File: config.mk
export PLATFORM = sky130hd
export DESIGN_NAME = dcc_top
export DESIGN_NICKNAME = d
export VERILOG_FILES = /design/src/hdl/dcc_pkg.sv /design/src/hdl/dcc_if.sv /design/src/hdl/dcc_top.sv /design/src/hdl/dcc_mode_decode.sv
export SDC_FILE = /design/constraint.sdc
export NUM_CORES = 1
export LEC_CHECK = 0
export BUFFER_PORTS_ARGS = -buffer_cell sky130_fd_sc_hd__buf_2
export CELL_PAD_IN_SITES_DETAIL_PLACEMENT = 1
export CELL_PAD_IN_SITES_GLOBAL_PLACEMENT = 1
export CORE_AREA = 2 2 100 102
export CTS_CLUSTER_DIAMETER = 30
export DETAILED_ROUTE_END_ITERATION = 10
export DIE_AREA = 0 0 102 104
export PLACE_DENSITY = 0.77
export SKIP_CTS_REPAIR_TIMING = 1
export SYNTH_ARGS = -nofsm -noshare
export SYNTH_HDL_FRONTEND = slang
export SYNTH_SLANG_ARGS = --single-unit
File: constraint.sdc
create_clock -name pclk -period 2.3 [get_ports pclk]
set_input_delay 0.115 -clock pclk [delete_from_list [all_inputs] [get_ports pclk]]
set_output_delay 0.115 -clock pclk [all_outputs]
set_load 0.1 [all_outputs]
File: src/hdl/dcc_pkg.sv
// Package with register map, field positions and modes of the comparator control
`default_nettype none
package dcc_pkg;
	// Register byte offsets on the APB bus
	localparam logic [11:0] DCC_OFF_CTRL = 12'h000;
	localparam logic [11:0] DCC_OFF_FLAGS = 12'h004;
	localparam logic [11:0] DCC_OFF_ENABLES = 12'h008;
	localparam logic [11:0] DCC_OFF_PRIORITY = 12'h00C;
	localparam logic [11:0] DCC_OFF_SYSCTRL = 12'h010;
	localparam logic [11:0] DCC_OFF_PORTF = 12'h014;
	// Comparator control field positions
	localparam int DCC_MODE_LSB = 0;
	localparam int DCC_MODE_MSB = 2;
	localparam int DCC_CIS_BIT = 3;
	localparam int DCC_INV_LSB = 4;
	localparam int DCC_INV_MSB = 5;
	localparam int DCC_OUT_LSB = 6;
	localparam int DCC_OUT_MSB = 7;
	// Flag and enable position in flags/enables registers
	localparam int DCC_CHG_BIT = 6;
	// System control bits
	localparam int DCC_PERIPHERAL_IRQ_ENABLE_BIT = 6;
	localparam int DCC_GIE_BIT = 7;
	localparam int DCC_SLEEP_BIT = 0;
	// Port F pin positions
	localparam int DCC_PIN_FIRST = 1;
	localparam int DCC_PIN_SECOND = 2;
	localparam int DCC_AN_LSB = 3;
	localparam int DCC_AN_MSB = 6;
	// Reset values
	localparam logic [7:0] DCC_CTRL_RST = 8'h00;
	localparam logic [7:0] DCC_REG_RST = 8'h00;
	localparam logic [7:0] DCC_DIR_RST = 8'hFF;
	localparam logic [31:0] DCC_RD_ZERO = 32'h0000_0000;
	// Comparator modes
	typedef enum logic [2:0] {
		DCC_MODE_RESET = 3'h0,
		DCC_MODE_REF_MUX = 3'h6,
		DCC_MODE_OFF = 3'h7
	} dcc_mode_e;
	// Access state of the APB slave
	typedef enum logic [1:0] {
		DCC_ST_IDLE = 2'h1,
		DCC_ST_DONE = 2'h2
	} dcc_state_e;
endpackage : dcc_pkg
`default_nettype wire

File: src/hdl/dcc_if.sv
// Interface carrying mode and routing decode between top and decoder
`default_nettype none
interface dcc_if;
	logic [2:0] mode;
	logic input_switch_select;
	logic [1:0] cmp_power;
	logic ref_to_plus;
	logic [1:0] first_minus_sel;
	logic [1:0] second_minus_sel;
	logic [1:0] pin_route;
	logic [3:0] analog_pins;
	modport ctrl (output mode, output input_switch_select,
		input cmp_power, input ref_to_plus, input first_minus_sel,
		input second_minus_sel, input pin_route, input analog_pins);
	modport dec (input mode, input input_switch_select,
		output cmp_power, output ref_to_plus, output first_minus_sel,
		output second_minus_sel, output pin_route, output analog_pins);
endinterface : dcc_if
`default_nettype wire

File: src/hdl/dcc_top.sv
// Comparator control block: APB registers, change detect, pin routing
//
// Behaviour
// - Internal reference feeds both plus inputs only in mode 110.
// - Result bits 7:6 of control register are read only.
// - Routed results drive the pins unsynchronised.
// - Port direction bits still enable the routed pins.
// - Inversion bits 5:4 flip each comparator output.
// - Flag sets when either result differs from its latched value.
// - Flag at bit 6 stays until cleared; writing one sets it.
// - Interrupt needs flag enable, peripheral and global enables.
// - Race with a control read avoided: set always wins.
// - A standing mismatch keeps setting the flag.
// - Any control register access relatches results.
// - Active comparators keep detecting in sleep and wake the device.
// - Mode 111 powers both comparators off.
// - Waking from sleep leaves the control register unchanged.
// - Reset loads control register with mode 000.
// - Comparators held powered down during reset.
// - Port reads return zero for analog pins.
// - Input switch picks the minus input pair in mode 110.
// - Result is one when plus exceeds minus unless inverted.
// - Mode is the three bit field in bits 2-0.
`default_nettype none
module dcc_top
	import dcc_pkg::*;
(
	input wire logic pclk,
	input wire logic presetn,
	input wire logic psel,
	input wire logic penable,
	input wire logic pwrite,
	input wire logic [11:0] paddr,
	input wire logic [31:0] pwdata,
	output logic [31:0] prdata,
	output logic pready,
	output logic pslverr,
	input wire logic first_cmp_raw,
	input wire logic second_cmp_raw,
	input wire logic [7:0] port_f_in,
	output logic [1:0] cmp_power_on,
	output logic ref_to_plus,
	output logic [1:0] first_minus_sel,
	output logic [1:0] second_minus_sel,
	output logic first_result_pin,
	output logic second_result_pin,
	output logic first_result_pin_oe_n,
	output logic second_result_pin_oe_n,
	output logic [1:0] pin_route,
	output logic cmp_irq,
	output logic wake_req
);
	import dcc_pkg::*;

	dcc_if dif ();

	// Software visible state
	logic [5:0] ctrl_rw;
	logic [5:0] next_ctrl_rw;
	logic cmp_change_flag;
	logic next_cmp_change_flag;
	logic [7:0] flags_other;
	logic [7:0] next_flags_other;
	logic [7:0] enables;
	logic [7:0] next_enables;
	logic [7:0] priority_r;
	logic [7:0] next_priority_r;
	logic [7:0] sysctrl;
	logic [7:0] next_sysctrl;
	logic [7:0] port_f_direction;
	logic [7:0] next_port_f_direction;
	dcc_state_e state;
	dcc_state_e next_state;
	logic [31:0] next_prdata;
	logic next_pslverr;

	// Result tracking
	logic [1:0] sync_a;
	logic [1:0] sync_b;
	logic [1:0] latched;
	logic [1:0] next_latched;
	logic [1:0] inv_res;
	logic [7:0] port_a;
	logic [7:0] port_b;
	logic [7:0] port_rd;

	// Outputs registered from decode
	logic [1:0] next_cmp_power_on;
	logic next_irq;

	assign dif.mode = ctrl_rw[DCC_MODE_MSB:DCC_MODE_LSB];
	assign dif.input_switch_select = ctrl_rw[DCC_CIS_BIT];

	dcc_mode_decode u_dec (
		.bus(dif.dec)
	);

	// Apply inversion to synchronised results
	assign inv_res = sync_b ^ ctrl_rw[DCC_INV_MSB:DCC_INV_LSB];

	// Port input synchroniser and analog masking
	always_ff @(posedge pclk or negedge presetn) begin
		if (!presetn) begin
			port_a <= DCC_REG_RST;
			port_b <= DCC_REG_RST;
		end else begin
			port_a <= port_f_in;
			port_b <= port_a;
		end
	end

	always_comb begin
		port_rd = port_b;
		port_rd[DCC_AN_MSB:DCC_AN_LSB] = port_b[DCC_AN_MSB:DCC_AN_LSB] &
			~dif.analog_pins;
	end

	// Two flop synchroniser for the raw comparator results
	always_ff @(posedge pclk or negedge presetn) begin
		if (!presetn) begin
			sync_a <= 2'h0;
			sync_b <= 2'h0;
		end else begin
			sync_a <= {second_cmp_raw, first_cmp_raw};
			sync_b <= sync_a;
		end
	end

	function automatic logic hit(input logic [11:0] a, input logic [11:0] o);
		hit = (a == o);
	endfunction : hit

	// APB access, register updates, change detect
	always_comb begin
		logic acc;
		logic wr;
		logic rd;
		logic mapped;
		acc = 1'b0;
		wr = 1'b0;
		rd = 1'b0;
		mapped = 1'b0;
		next_state = state;
		next_ctrl_rw = ctrl_rw;
		next_cmp_change_flag = cmp_change_flag;
		next_flags_other = flags_other;
		next_enables = enables;
		next_priority_r = priority_r;
		next_sysctrl = sysctrl;
		next_port_f_direction = port_f_direction;
		next_latched = latched;
		next_prdata = prdata;
		next_pslverr = 1'b0;
		case (state)
			DCC_ST_IDLE: begin
				if (psel && penable) begin
					acc = 1'b1;
					next_state = DCC_ST_DONE;
				end
			end
			DCC_ST_DONE: begin
				next_state = DCC_ST_IDLE;
			end
			default: begin
				next_state = DCC_ST_IDLE;
			end
		endcase
		wr = acc && pwrite;
		rd = acc && !pwrite;
		mapped = hit(paddr, DCC_OFF_CTRL) || hit(paddr, DCC_OFF_FLAGS) ||
			hit(paddr, DCC_OFF_ENABLES) || hit(paddr, DCC_OFF_PRIORITY) ||
			hit(paddr, DCC_OFF_SYSCTRL) || hit(paddr, DCC_OFF_PORTF);
		if (acc && !mapped) begin
			next_pslverr = 1'b1;
		end
		if (rd) begin
			next_prdata = DCC_RD_ZERO;
			if (hit(paddr, DCC_OFF_CTRL)) begin
				next_prdata[7:0] = {inv_res, ctrl_rw};
			end else if (hit(paddr, DCC_OFF_FLAGS)) begin
				next_prdata[7:0] = flags_other;
				next_prdata[DCC_CHG_BIT] = cmp_change_flag;
			end else if (hit(paddr, DCC_OFF_ENABLES)) begin
				next_prdata[7:0] = enables;
			end else if (hit(paddr, DCC_OFF_PRIORITY)) begin
				next_prdata[7:0] = priority_r;
			end else if (hit(paddr, DCC_OFF_SYSCTRL)) begin
				next_prdata[7:0] = sysctrl;
			end else if (hit(paddr, DCC_OFF_PORTF)) begin
				next_prdata[7:0] = port_rd;
			end
		end
		if (wr && hit(paddr, DCC_OFF_CTRL)) begin
			next_ctrl_rw = pwdata[5:0];
		end
		if (wr && hit(paddr, DCC_OFF_FLAGS)) begin
			next_flags_other = pwdata[7:0];
			next_flags_other[DCC_CHG_BIT] = 1'b0;
			next_cmp_change_flag = pwdata[DCC_CHG_BIT];
		end
		if (wr && hit(paddr, DCC_OFF_ENABLES)) begin
			next_enables = pwdata[7:0];
		end
		if (wr && hit(paddr, DCC_OFF_PRIORITY)) begin
			next_priority_r = pwdata[7:0];
		end
		if (wr && hit(paddr, DCC_OFF_SYSCTRL)) begin
			next_sysctrl = pwdata[7:0];
		end
		if (wr && hit(paddr, DCC_OFF_PORTF)) begin
			next_port_f_direction = pwdata[7:0];
		end
		// Any control access relatches the current results
		if (acc && hit(paddr, DCC_OFF_CTRL)) begin
			next_latched = inv_res;
		end
		// A mismatch sets the flag, winning over any clear
		if (inv_res != latched) begin
			next_cmp_change_flag = 1'b1;
		end
	end

	// Register state; control bits touched only by reset or write
	always_ff @(posedge pclk or negedge presetn) begin
		if (!presetn) begin
			state <= DCC_ST_IDLE;
			ctrl_rw <= DCC_CTRL_RST[5:0];
			cmp_change_flag <= 1'b0;
			flags_other <= DCC_REG_RST;
			enables <= DCC_REG_RST;
			priority_r <= DCC_REG_RST;
			sysctrl <= DCC_REG_RST;
			port_f_direction <= DCC_DIR_RST;
			latched <= 2'h0;
			prdata <= DCC_RD_ZERO;
			pslverr <= 1'b0;
		end else begin
			state <= next_state;
			ctrl_rw <= next_ctrl_rw;
			cmp_change_flag <= next_cmp_change_flag;
			flags_other <= next_flags_other;
			enables <= next_enables;
			priority_r <= next_priority_r;
			sysctrl <= next_sysctrl;
			port_f_direction <= next_port_f_direction;
			latched <= next_latched;
			prdata <= next_prdata;
			pslverr <= next_pslverr;
		end
	end

	// Interrupt and wake request
	always_comb begin
		next_irq = cmp_change_flag && enables[DCC_CHG_BIT] &&
			sysctrl[DCC_PERIPHERAL_IRQ_ENABLE_BIT] && sysctrl[DCC_GIE_BIT];
		next_cmp_power_on = dif.cmp_power;
	end

	// Registered outputs; power held off in reset
	always_ff @(posedge pclk or negedge presetn) begin
		if (!presetn) begin
			cmp_power_on <= 2'h0;
			ref_to_plus <= 1'b0;
			first_minus_sel <= 2'h0;
			second_minus_sel <= 2'h0;
			pin_route <= 2'h0;
			first_result_pin_oe_n <= 1'b1;
			second_result_pin_oe_n <= 1'b1;
			cmp_irq <= 1'b0;
			wake_req <= 1'b0;
		end else begin
			cmp_power_on <= next_cmp_power_on;
			ref_to_plus <= dif.ref_to_plus;
			first_minus_sel <= dif.first_minus_sel;
			second_minus_sel <= dif.second_minus_sel;
			pin_route <= dif.pin_route;
			first_result_pin_oe_n <= port_f_direction[DCC_PIN_FIRST];
			second_result_pin_oe_n <= port_f_direction[DCC_PIN_SECOND];
			cmp_irq <= next_irq;
			wake_req <= next_irq && sysctrl[DCC_SLEEP_BIT];
		end
	end

	// Pin data: unsynchronised result with inversion, captured per clock
	always_ff @(posedge pclk or negedge presetn) begin
		if (!presetn) begin
			first_result_pin <= 1'b0;
			second_result_pin <= 1'b0;
		end else begin
			first_result_pin <= first_cmp_raw ^ ctrl_rw[DCC_INV_LSB];
			second_result_pin <= second_cmp_raw ^ ctrl_rw[DCC_INV_MSB];
		end
	end

	assign pready = (state == DCC_ST_DONE);
endmodule : dcc_top
`default_nettype wire

File: src/hdl/dcc_mode_decode.sv
// Mode decoder: comparator power, input muxing and pin routing per mode
`default_nettype none
module dcc_mode_decode
	import dcc_pkg::*;
(
	dcc_if.dec bus
);
	// Combinational decode of the mode field and input switch
	always_comb begin
		bus.cmp_power = 2'h3;
		bus.ref_to_plus = 1'b0;
		bus.first_minus_sel = 2'h0;
		bus.second_minus_sel = 2'h1;
		bus.pin_route = 2'h0;
		bus.analog_pins = 4'hF;
		case (bus.mode)
			DCC_MODE_RESET: begin
				bus.cmp_power = 2'h0; // Reset mode: all inputs analog
			end
			DCC_MODE_REF_MUX: begin
				bus.ref_to_plus = 1'b1;
				if (bus.input_switch_select) begin
					bus.first_minus_sel = 2'h2;
					bus.second_minus_sel = 2'h0;
				end else begin
					bus.first_minus_sel = 2'h3;
					bus.second_minus_sel = 2'h1;
				end
			end
			DCC_MODE_OFF: begin
				bus.cmp_power = 2'h0;
				bus.analog_pins = 4'h0;
			end
			3'h3, 3'h5: begin
				bus.pin_route = 2'h3; // Modes that drive results to pins
			end
			default: begin
				bus.cmp_power = 2'h3;
			end
		endcase
	end
endmodule : dcc_mode_decode
`default_nettype wire

* Word-level counts from Yosys, hierarchy flattened
Index checks and enable logic that the tools add are counted.
** Storage, ports and cells
- Register bits :: 89
- Latch bits :: 0
- Memory bits (writable) :: 0
- ROM bits :: 0
- Memories :: 0
** Cells by class
- $add $sub $neg :: 0
- $mul :: 0
- Div/mod/pow operators :: 0
- Magnitude comparators :: 0
- Equality and inequality tests :: 13
- Shift operators :: 0
- Mux-type cells :: 21
- Bitwise gates (word level) :: 5
- Reductions and logical operators :: 27
** Operators by type and width (count)
- $mux W8 :: 6
- $eq A12 B4 Y1 const B :: 2
- $eq A12 B5 Y1 const B :: 2
- $logic_and A1 B1 Y1 :: 15
- $eq A12 B3 Y1 const B :: 1
- $logic_not A12 Y1 :: 1
- $mux W2 :: 6
- $eq A3 B3 Y1 const B :: 3
- $mux W1 :: 8
- $logic_or A1 B1 Y1 :: 5
- $and A4 B4 Y4 :: 1
- $mux W4 :: 1
- $not A4 Y4 :: 1
- $reduce_or A2 Y1 :: 2
- $eq A3 B2 Y1 const B :: 1
- $logic_not A3 Y1 :: 1
- $eq A2 B1 Y1 const B :: 1
- $eq A2 B2 Y1 const B :: 1
- $logic_not A1 Y1 :: 2
- $ne A2 B2 Y1 :: 1
- $ne A2 B2 Y1 const B :: 1
- $reduce_bool A2 Y1 :: 1
- $xor A1 B1 Y1 :: 2
- $xor A2 B2 Y2 :: 1

* Depth between registers and ports, before layout
- Depth in word-level cells :: 10
- Gate-level depth with buffers :: 8
- Gate-level depth less buffers :: 6

* Modules after synthesis
A second synthesis with hierarchy kept.
** Second synthesis, totals
- Cell total of the unflattened synthesis :: 306
- Area, all modules :: 3856.2 um^2
** By module, submodules not included
- dcc_top :: times used 1, cells each 290, area an instance 3746.1 um^2, sequential area each 2208.4 um^2
- dcc_mode_decode :: times used 1, cells each 16, area an instance 110.1 um^2, sequential area each 0.0 um^2

* Worst setup path after synthesis
No wires, ideal clock.
- Path type :: register to register
- Start :: register state[0]
- End :: register priority_r[1]
- Library setup time :: 0.125 ns
- Arrival :: 1.756 ns
- Data required time :: 2.175 ns
- Slack :: 0.419 ns
- Stages on the path, launching flop included :: 6
- Period minus slack after synthesis :: 1.881 ns
- Path through :: dfstp_2 nand4b_1 inv_1 nand2_1 nor3_2 mux2_2
** Between the ends
- Longest elaborated chain between the ends :: 4
** Ends and longest elaborated chain
- start, declared :: line dcc_top.sv:72 : dcc_state_e state;
- start signal, assigned :: line dcc_top.sv:238 : state <= next_state;
- $eq A2 B1 Y1 :: line dcc_top.sv:154 : case (state)
- $mux W1 :: line dcc_top.sv:154
- $logic_and A1 B1 Y1 :: line dcc_top.sv:168 : wr = acc && pwrite;
- $logic_and A1 B1 Y1 :: line dcc_top.sv:204 : if (wr && hit(paddr, DCC_OFF_PRIORITY)) begin
- end signal, assigned :: line dcc_top.sv:243 : priority_r <= next_priority_r;
- end, declared :: line dcc_top.sv:66 : logic [7:0] priority_r;
No other way between the ends.
A chain may end at the register's enable or synchronous reset.

* Worst setup path after layout
- Start :: register state[0]
- End :: register port_f_direction[1]
** Between the ends
- Longest elaborated chain between the ends :: 4
** Ends and longest elaborated chain
- $eq A2 B1 Y1 :: line dcc_top.sv:154
- $mux W1 :: line dcc_top.sv:154
- $logic_and A1 B1 Y1 :: line dcc_top.sv:168
- $logic_and A1 B1 Y1 :: line dcc_top.sv:210 : if (wr && hit(paddr, DCC_OFF_PORTF)) begin
- end signal, assigned :: line dcc_top.sv:245 : port_f_direction <= next_port_f_direction;
- end, declared :: line dcc_top.sv:70 : logic [7:0] port_f_direction;
No other way between the ends.

==> results.txt <==
The final worst-path setup slack came out at roughly 0.28 ns. The filler-free cell count of the finished design is 511. The post-DP HPWL is 6540 µm. In the final layout, flip-flops and latches occupy approximately 2100 µm².

The launch point of the worst reg-to-reg path is state[0]. The worst hold margin came out at between 0.05 and 0.06 ns. The area of the multi-input gates is around 1400 µm². The share of total power in the clock network came out at 0.321. Once layout is complete, the utilization of the core stands at 0.460. For the worst flop-to-flop path, the logic depth is 6. The total negative slack for setup checks came out at 0 ns. The global-route wire length before repair is 14100 µm. In this run the most critical hold path is launched from pwdata[0]. The weighted congestion at the end of routability-driven global placement is roughly 0.84. The worst path in the final design needs a cycle of 2.02 ns, including I/O delays and setup. Clock-pin slew was measured on the worst setup and hold paths at 0.09 ns. The cell count after synthesis came out at roughly 300. The fill cell instance count of the final layout is 1048. The worst setup path is captured at a register. The class of the tightest hold or removal check is primary input to register. Of the cells placed in the final design, the portion with a size suffix greater than 1 is 0.376. The total via count after detailed routing is approximately 2.5k.

The net switching share of the total power is 0.314. The worst setup path is launched from a register. Overall power consumption after layout is estimated at slightly below 3 mW. The post-detailed-route DRC marker count came out at 0. The residual antenna-violating net count after detailed routing is 0.

The path with the worst hold slack has its endpoint at priority_r[0]. The flow ran to the end, and the final reports show no timing, DRC or antenna violations. The maximum level of the CTS H-tree came out at 3.

The mean instance size in the synthesized netlist is 12.6 µm². The quantity of I/O buffers inserted on ports is between 50 and 60. The share of total power in combinational logic is 0.158. The internal power contribution came out at ~2.0 mW. The worst slew slack as a fraction of its limit came out at 0.611. The flop-to-flop setup slack is approximately 0.28 ns. The region available for standard cell placement spans roughly 9500 µm². The post-placement worst setup slack is ~0.21 ns. The path type of the worst setup path is register to register.

The sequential power share is 0.521. The total non-filler cell area in the finished layout came out at roughly 4400 µm². The hold violation count in the final report came to 0. The switching power is ~920 µW.

Of the available clock period, the critical path in the final layout requires 0.879. The number of failing setup endpoints in the final timing report is 0. The worst-case IR drop observed on VDD is roughly 270 µV. The layout net count came out at between 400 and 500. The detailed-router iteration count before antenna repair is 4. The number of distinct library cells after synthesis came out at slightly below 50.

STA puts the critical path data required time at 2.59 ns. The placed instance area came out at roughly 4100 µm². The number of global-route vias before repair came out at 2613. The clock latency on the worst-skew pair is between 0.3 and 0.4 ns. The average routed wire per standard cell is 17.3 µm.

The peak fanout along the critical path is 5. The max-slew violation count came out at 0. The post-synthesis instance area came out at roughly 3700 µm². The number of enable-type register cells in the synthesized netlist is 0. The static leakage came out at 2.13 nW. For this run, the total global-route usage over all layers was measured as 0.176. For this block, the routed nets add up to 8830 µm of wire. The violation count after the first detailed-route iteration is 113. For the worst setup path, the data arrival time is ~2.3 ns. 0 antenna diodes ended up in the layout. The most used flip-flop cell after synthesis is sky130_fd_sc_hd__dfrtp_1. The boundary pin count is roughly 110. Yosys printed 0 warnings. The horizontal die dimension came out at slightly above 100 µm.

For this configuration, the core starts out at a cell density of 0.388. Buffers inserted during clock tree synthesis total 9. The worst hold path cell count came out at 3. The number of placed instances, taps included, is ~490.

The share of flip-flops with an asynchronous set or reset after synthesis is 1.00. The tool flagged a number of max-cap violations equal to 0. The die height is 104 µm. The floorplan has 36 rows. Compared with the post-synthesis result, the final layout area differs by 18.6%. The total congestion overflow after global routing is 0. The maximum operating frequency is between 400 and 500 MHz. The capturing point of the worst reg2reg path is port_f_direction[1]. The power per cell area is 664 nW/µm². The flip-flop and latch count after synthesis came out at 84. The sequential cell area fraction in the yosys report came out at 0.569.

At the pin with the least slew margin, the transition time is about 0.57 ns. The overall die area came out at about 11000 µm². The number of antenna violations at the first check in global routing came to 0. The tree is rooted in a sky130_fd_sc_hd__clkbuf_8. Entering global routing, the biggest net connects 47 pins. The CTS sink count is 84. The maximum clock skew at final layout came out at approximately 0.013 ns. The average via count per standard cell is slightly below 5. The clock passes through at most 2 buffers.

TritonCTS built the clock tree. Setup repair after global routing left no endpoint under its margin.
cell usage after synthesis, types with 2 or more instances:
cell                         n  area share
sky130_fd_sc_hd__nand2_1     9      0.0091
sky130_fd_sc_hd__clkbuf_1    9      0.0091
sky130_fd_sc_hd__nor2_1      8      0.0081
sky130_fd_sc_hd__nor3_1      8       0.011
sky130_fd_sc_hd__o221ai_1    2      0.0047
sky130_fd_sc_hd__o2bb2ai_1   2      0.0047
sky130_fd_sc_hd__a31oi_1     4      0.0068
sky130_fd_sc_hd__nand4_1     2      0.0034
sky130_fd_sc_hd__xor2_1      5       0.012
sky130_fd_sc_hd__a21oi_1    10       0.014
sky130_fd_sc_hd__nand3_1     2      0.0027
sky130_fd_sc_hd__nand3_2     2      0.0054
sky130_fd_sc_hd__a22o_1      2      0.0047
sky130_fd_sc_hd__dfrtp_1    79        0.53
sky130_fd_sc_hd__buf_4      28       0.057
sky130_fd_sc_hd__o21a_1      2      0.0041
sky130_fd_sc_hd__xnor2_1     2      0.0047
sky130_fd_sc_hd__inv_1       3      0.0030
sky130_fd_sc_hd__nor3_2      3      0.0081
sky130_fd_sc_hd__nor4_4      2       0.011
sky130_fd_sc_hd__and3_1      4      0.0068
sky130_fd_sc_hd__a222oi_1    4       0.011
sky130_fd_sc_hd__a22oi_1     4      0.0081
sky130_fd_sc_hd__dfstp_2     5       0.035
sky130_fd_sc_hd__nand3b_1    3      0.0061
sky130_fd_sc_hd__and4_1      2      0.0047
sky130_fd_sc_hd__and2_1      2      0.0034
sky130_fd_sc_hd__mux2_2     40        0.12
sky130_fd_sc_hd__o21ai_0    19       0.026
sky130_fd_sc_hd__nand2b_1    9       0.015
layout by cell type (no fill, tap or decap), types with 2 or more instances in the layout:
cell / n
sky130_fd_sc_hd__o2bb2ai_1: 2
sky130_fd_sc_hd__a222oi_1: 4
sky130_fd_sc_hd__xor2_1: 5
sky130_fd_sc_hd__o21ai_0: 19
sky130_fd_sc_hd__buf_4: 13
sky130_fd_sc_hd__nand3b_1: 3
sky130_fd_sc_hd__o21a_1: 2
sky130_fd_sc_hd__nand4_1: 2
sky130_fd_sc_hd__xnor2_1: 2
sky130_fd_sc_hd__a22o_1: 2
sky130_fd_sc_hd__dfstp_2: 5
sky130_fd_sc_hd__and3_1: 4
sky130_fd_sc_hd__a31oi_1: 4
sky130_fd_sc_hd__nor3_2: 3
sky130_fd_sc_hd__conb_1: 25
sky130_fd_sc_hd__nand2_1: 9
sky130_fd_sc_hd__nand2b_1: 9
sky130_fd_sc_hd__nand3_1: 2
sky130_fd_sc_hd__clkbuf_8: 10
sky130_fd_sc_hd__o221ai_1: 2
sky130_fd_sc_hd__nor4_4: 2
sky130_fd_sc_hd__nand3_2: 2
sky130_fd_sc_hd__a22oi_1: 4
sky130_fd_sc_hd__and4_1: 2
sky130_fd_sc_hd__a21oi_1: 10
sky130_fd_sc_hd__clkinv_2: 2
sky130_fd_sc_hd__nor2_1: 8
sky130_fd_sc_hd__nor3_1: 8
sky130_fd_sc_hd__and2_1: 2
sky130_fd_sc_hd__buf_2: 57
sky130_fd_sc_hd__inv_1: 3
sky130_fd_sc_hd__dlygate4sd3_1: 11
sky130_fd_sc_hd__dfrtp_1: 79
sky130_fd_sc_hd__mux2_2: 40
flip-flops by register name, indices dropped and copies added, names as in the netlist, 2 cells and up:
signal	flops
prdata	8
flags_other	7
sync_a	2
port_f_direction	2
port_b	8
sync_b	2
state	2
first_minus_sel	2
enables	8
priority_r	8
port_a	8
sysctrl	8
latched	2
ctrl_rw	6
power by group through the flow:
stage	Clock, mW	Combinational (mW)	Sequential [mW]
finish	0.937	0.462	1.52
global route	1.04	0.487	1.52
CTS	0.965	0.447	1.52
detailed placement	0	0.446	1.55
global placement	0	0.438	1.55
floorplan	0	0.280	1.63
routing by layer:
layer,vias to the layer above,part of all wire,GRT usage
met1,1245,0.45,0.241
met3,16,0.055,0.0383
met4,0,0.025,0.0810
li1,1168,-,-
met5,-,0,0
met2,91,0.47,0.264
cells by family after synthesis:
kind of cell	after synthesis	synth area share
buf+inv	41	0.0702
xor+xnor	7	0.0165
other cells	1	0.00101
compound gates	56	0.0993
flops	84	0.569
simple gates	65	0.120
mux	41	0.124
worst max-delay path by stage:
stage / slack [ns] / start / to
after floorplan: 0.42 / state[0] / priority_r[1]
after global placement: 0.35 / paddr[9] / prdata[6]
after detailed placement: 0.21 / paddr[9] / prdata[4]
after CTS: 0.30 / state[0] / port_f_direction[1]
after global routing: 0.19 / state[0] / port_f_direction[2]
final: 0.28 / state[0] / port_f_direction[1]
cell type report:
class,count,area share
inverters,3,0.00256
well taps,133,0.0379
multi-input cells,194,0.325
flip-flops and latches,84,0.480
clock buffers,11,0.0322
clock inverters,4,0.00598
repair buffers,82,0.117
critical path, stage by stage, from the launching register on:
cell	delay (ns)
sky130_fd_sc_hd__dfstp_2	0.54
sky130_fd_sc_hd__nand4b_1	0.11
sky130_fd_sc_hd__inv_1	0.17
sky130_fd_sc_hd__nand2_1	0.24
sky130_fd_sc_hd__nor4_1	0.37
sky130_fd_sc_hd__buf_4	0.19
sky130_fd_sc_hd__mux2_2	0.32
No activity file was read; power rests on OpenSTA's default activity.
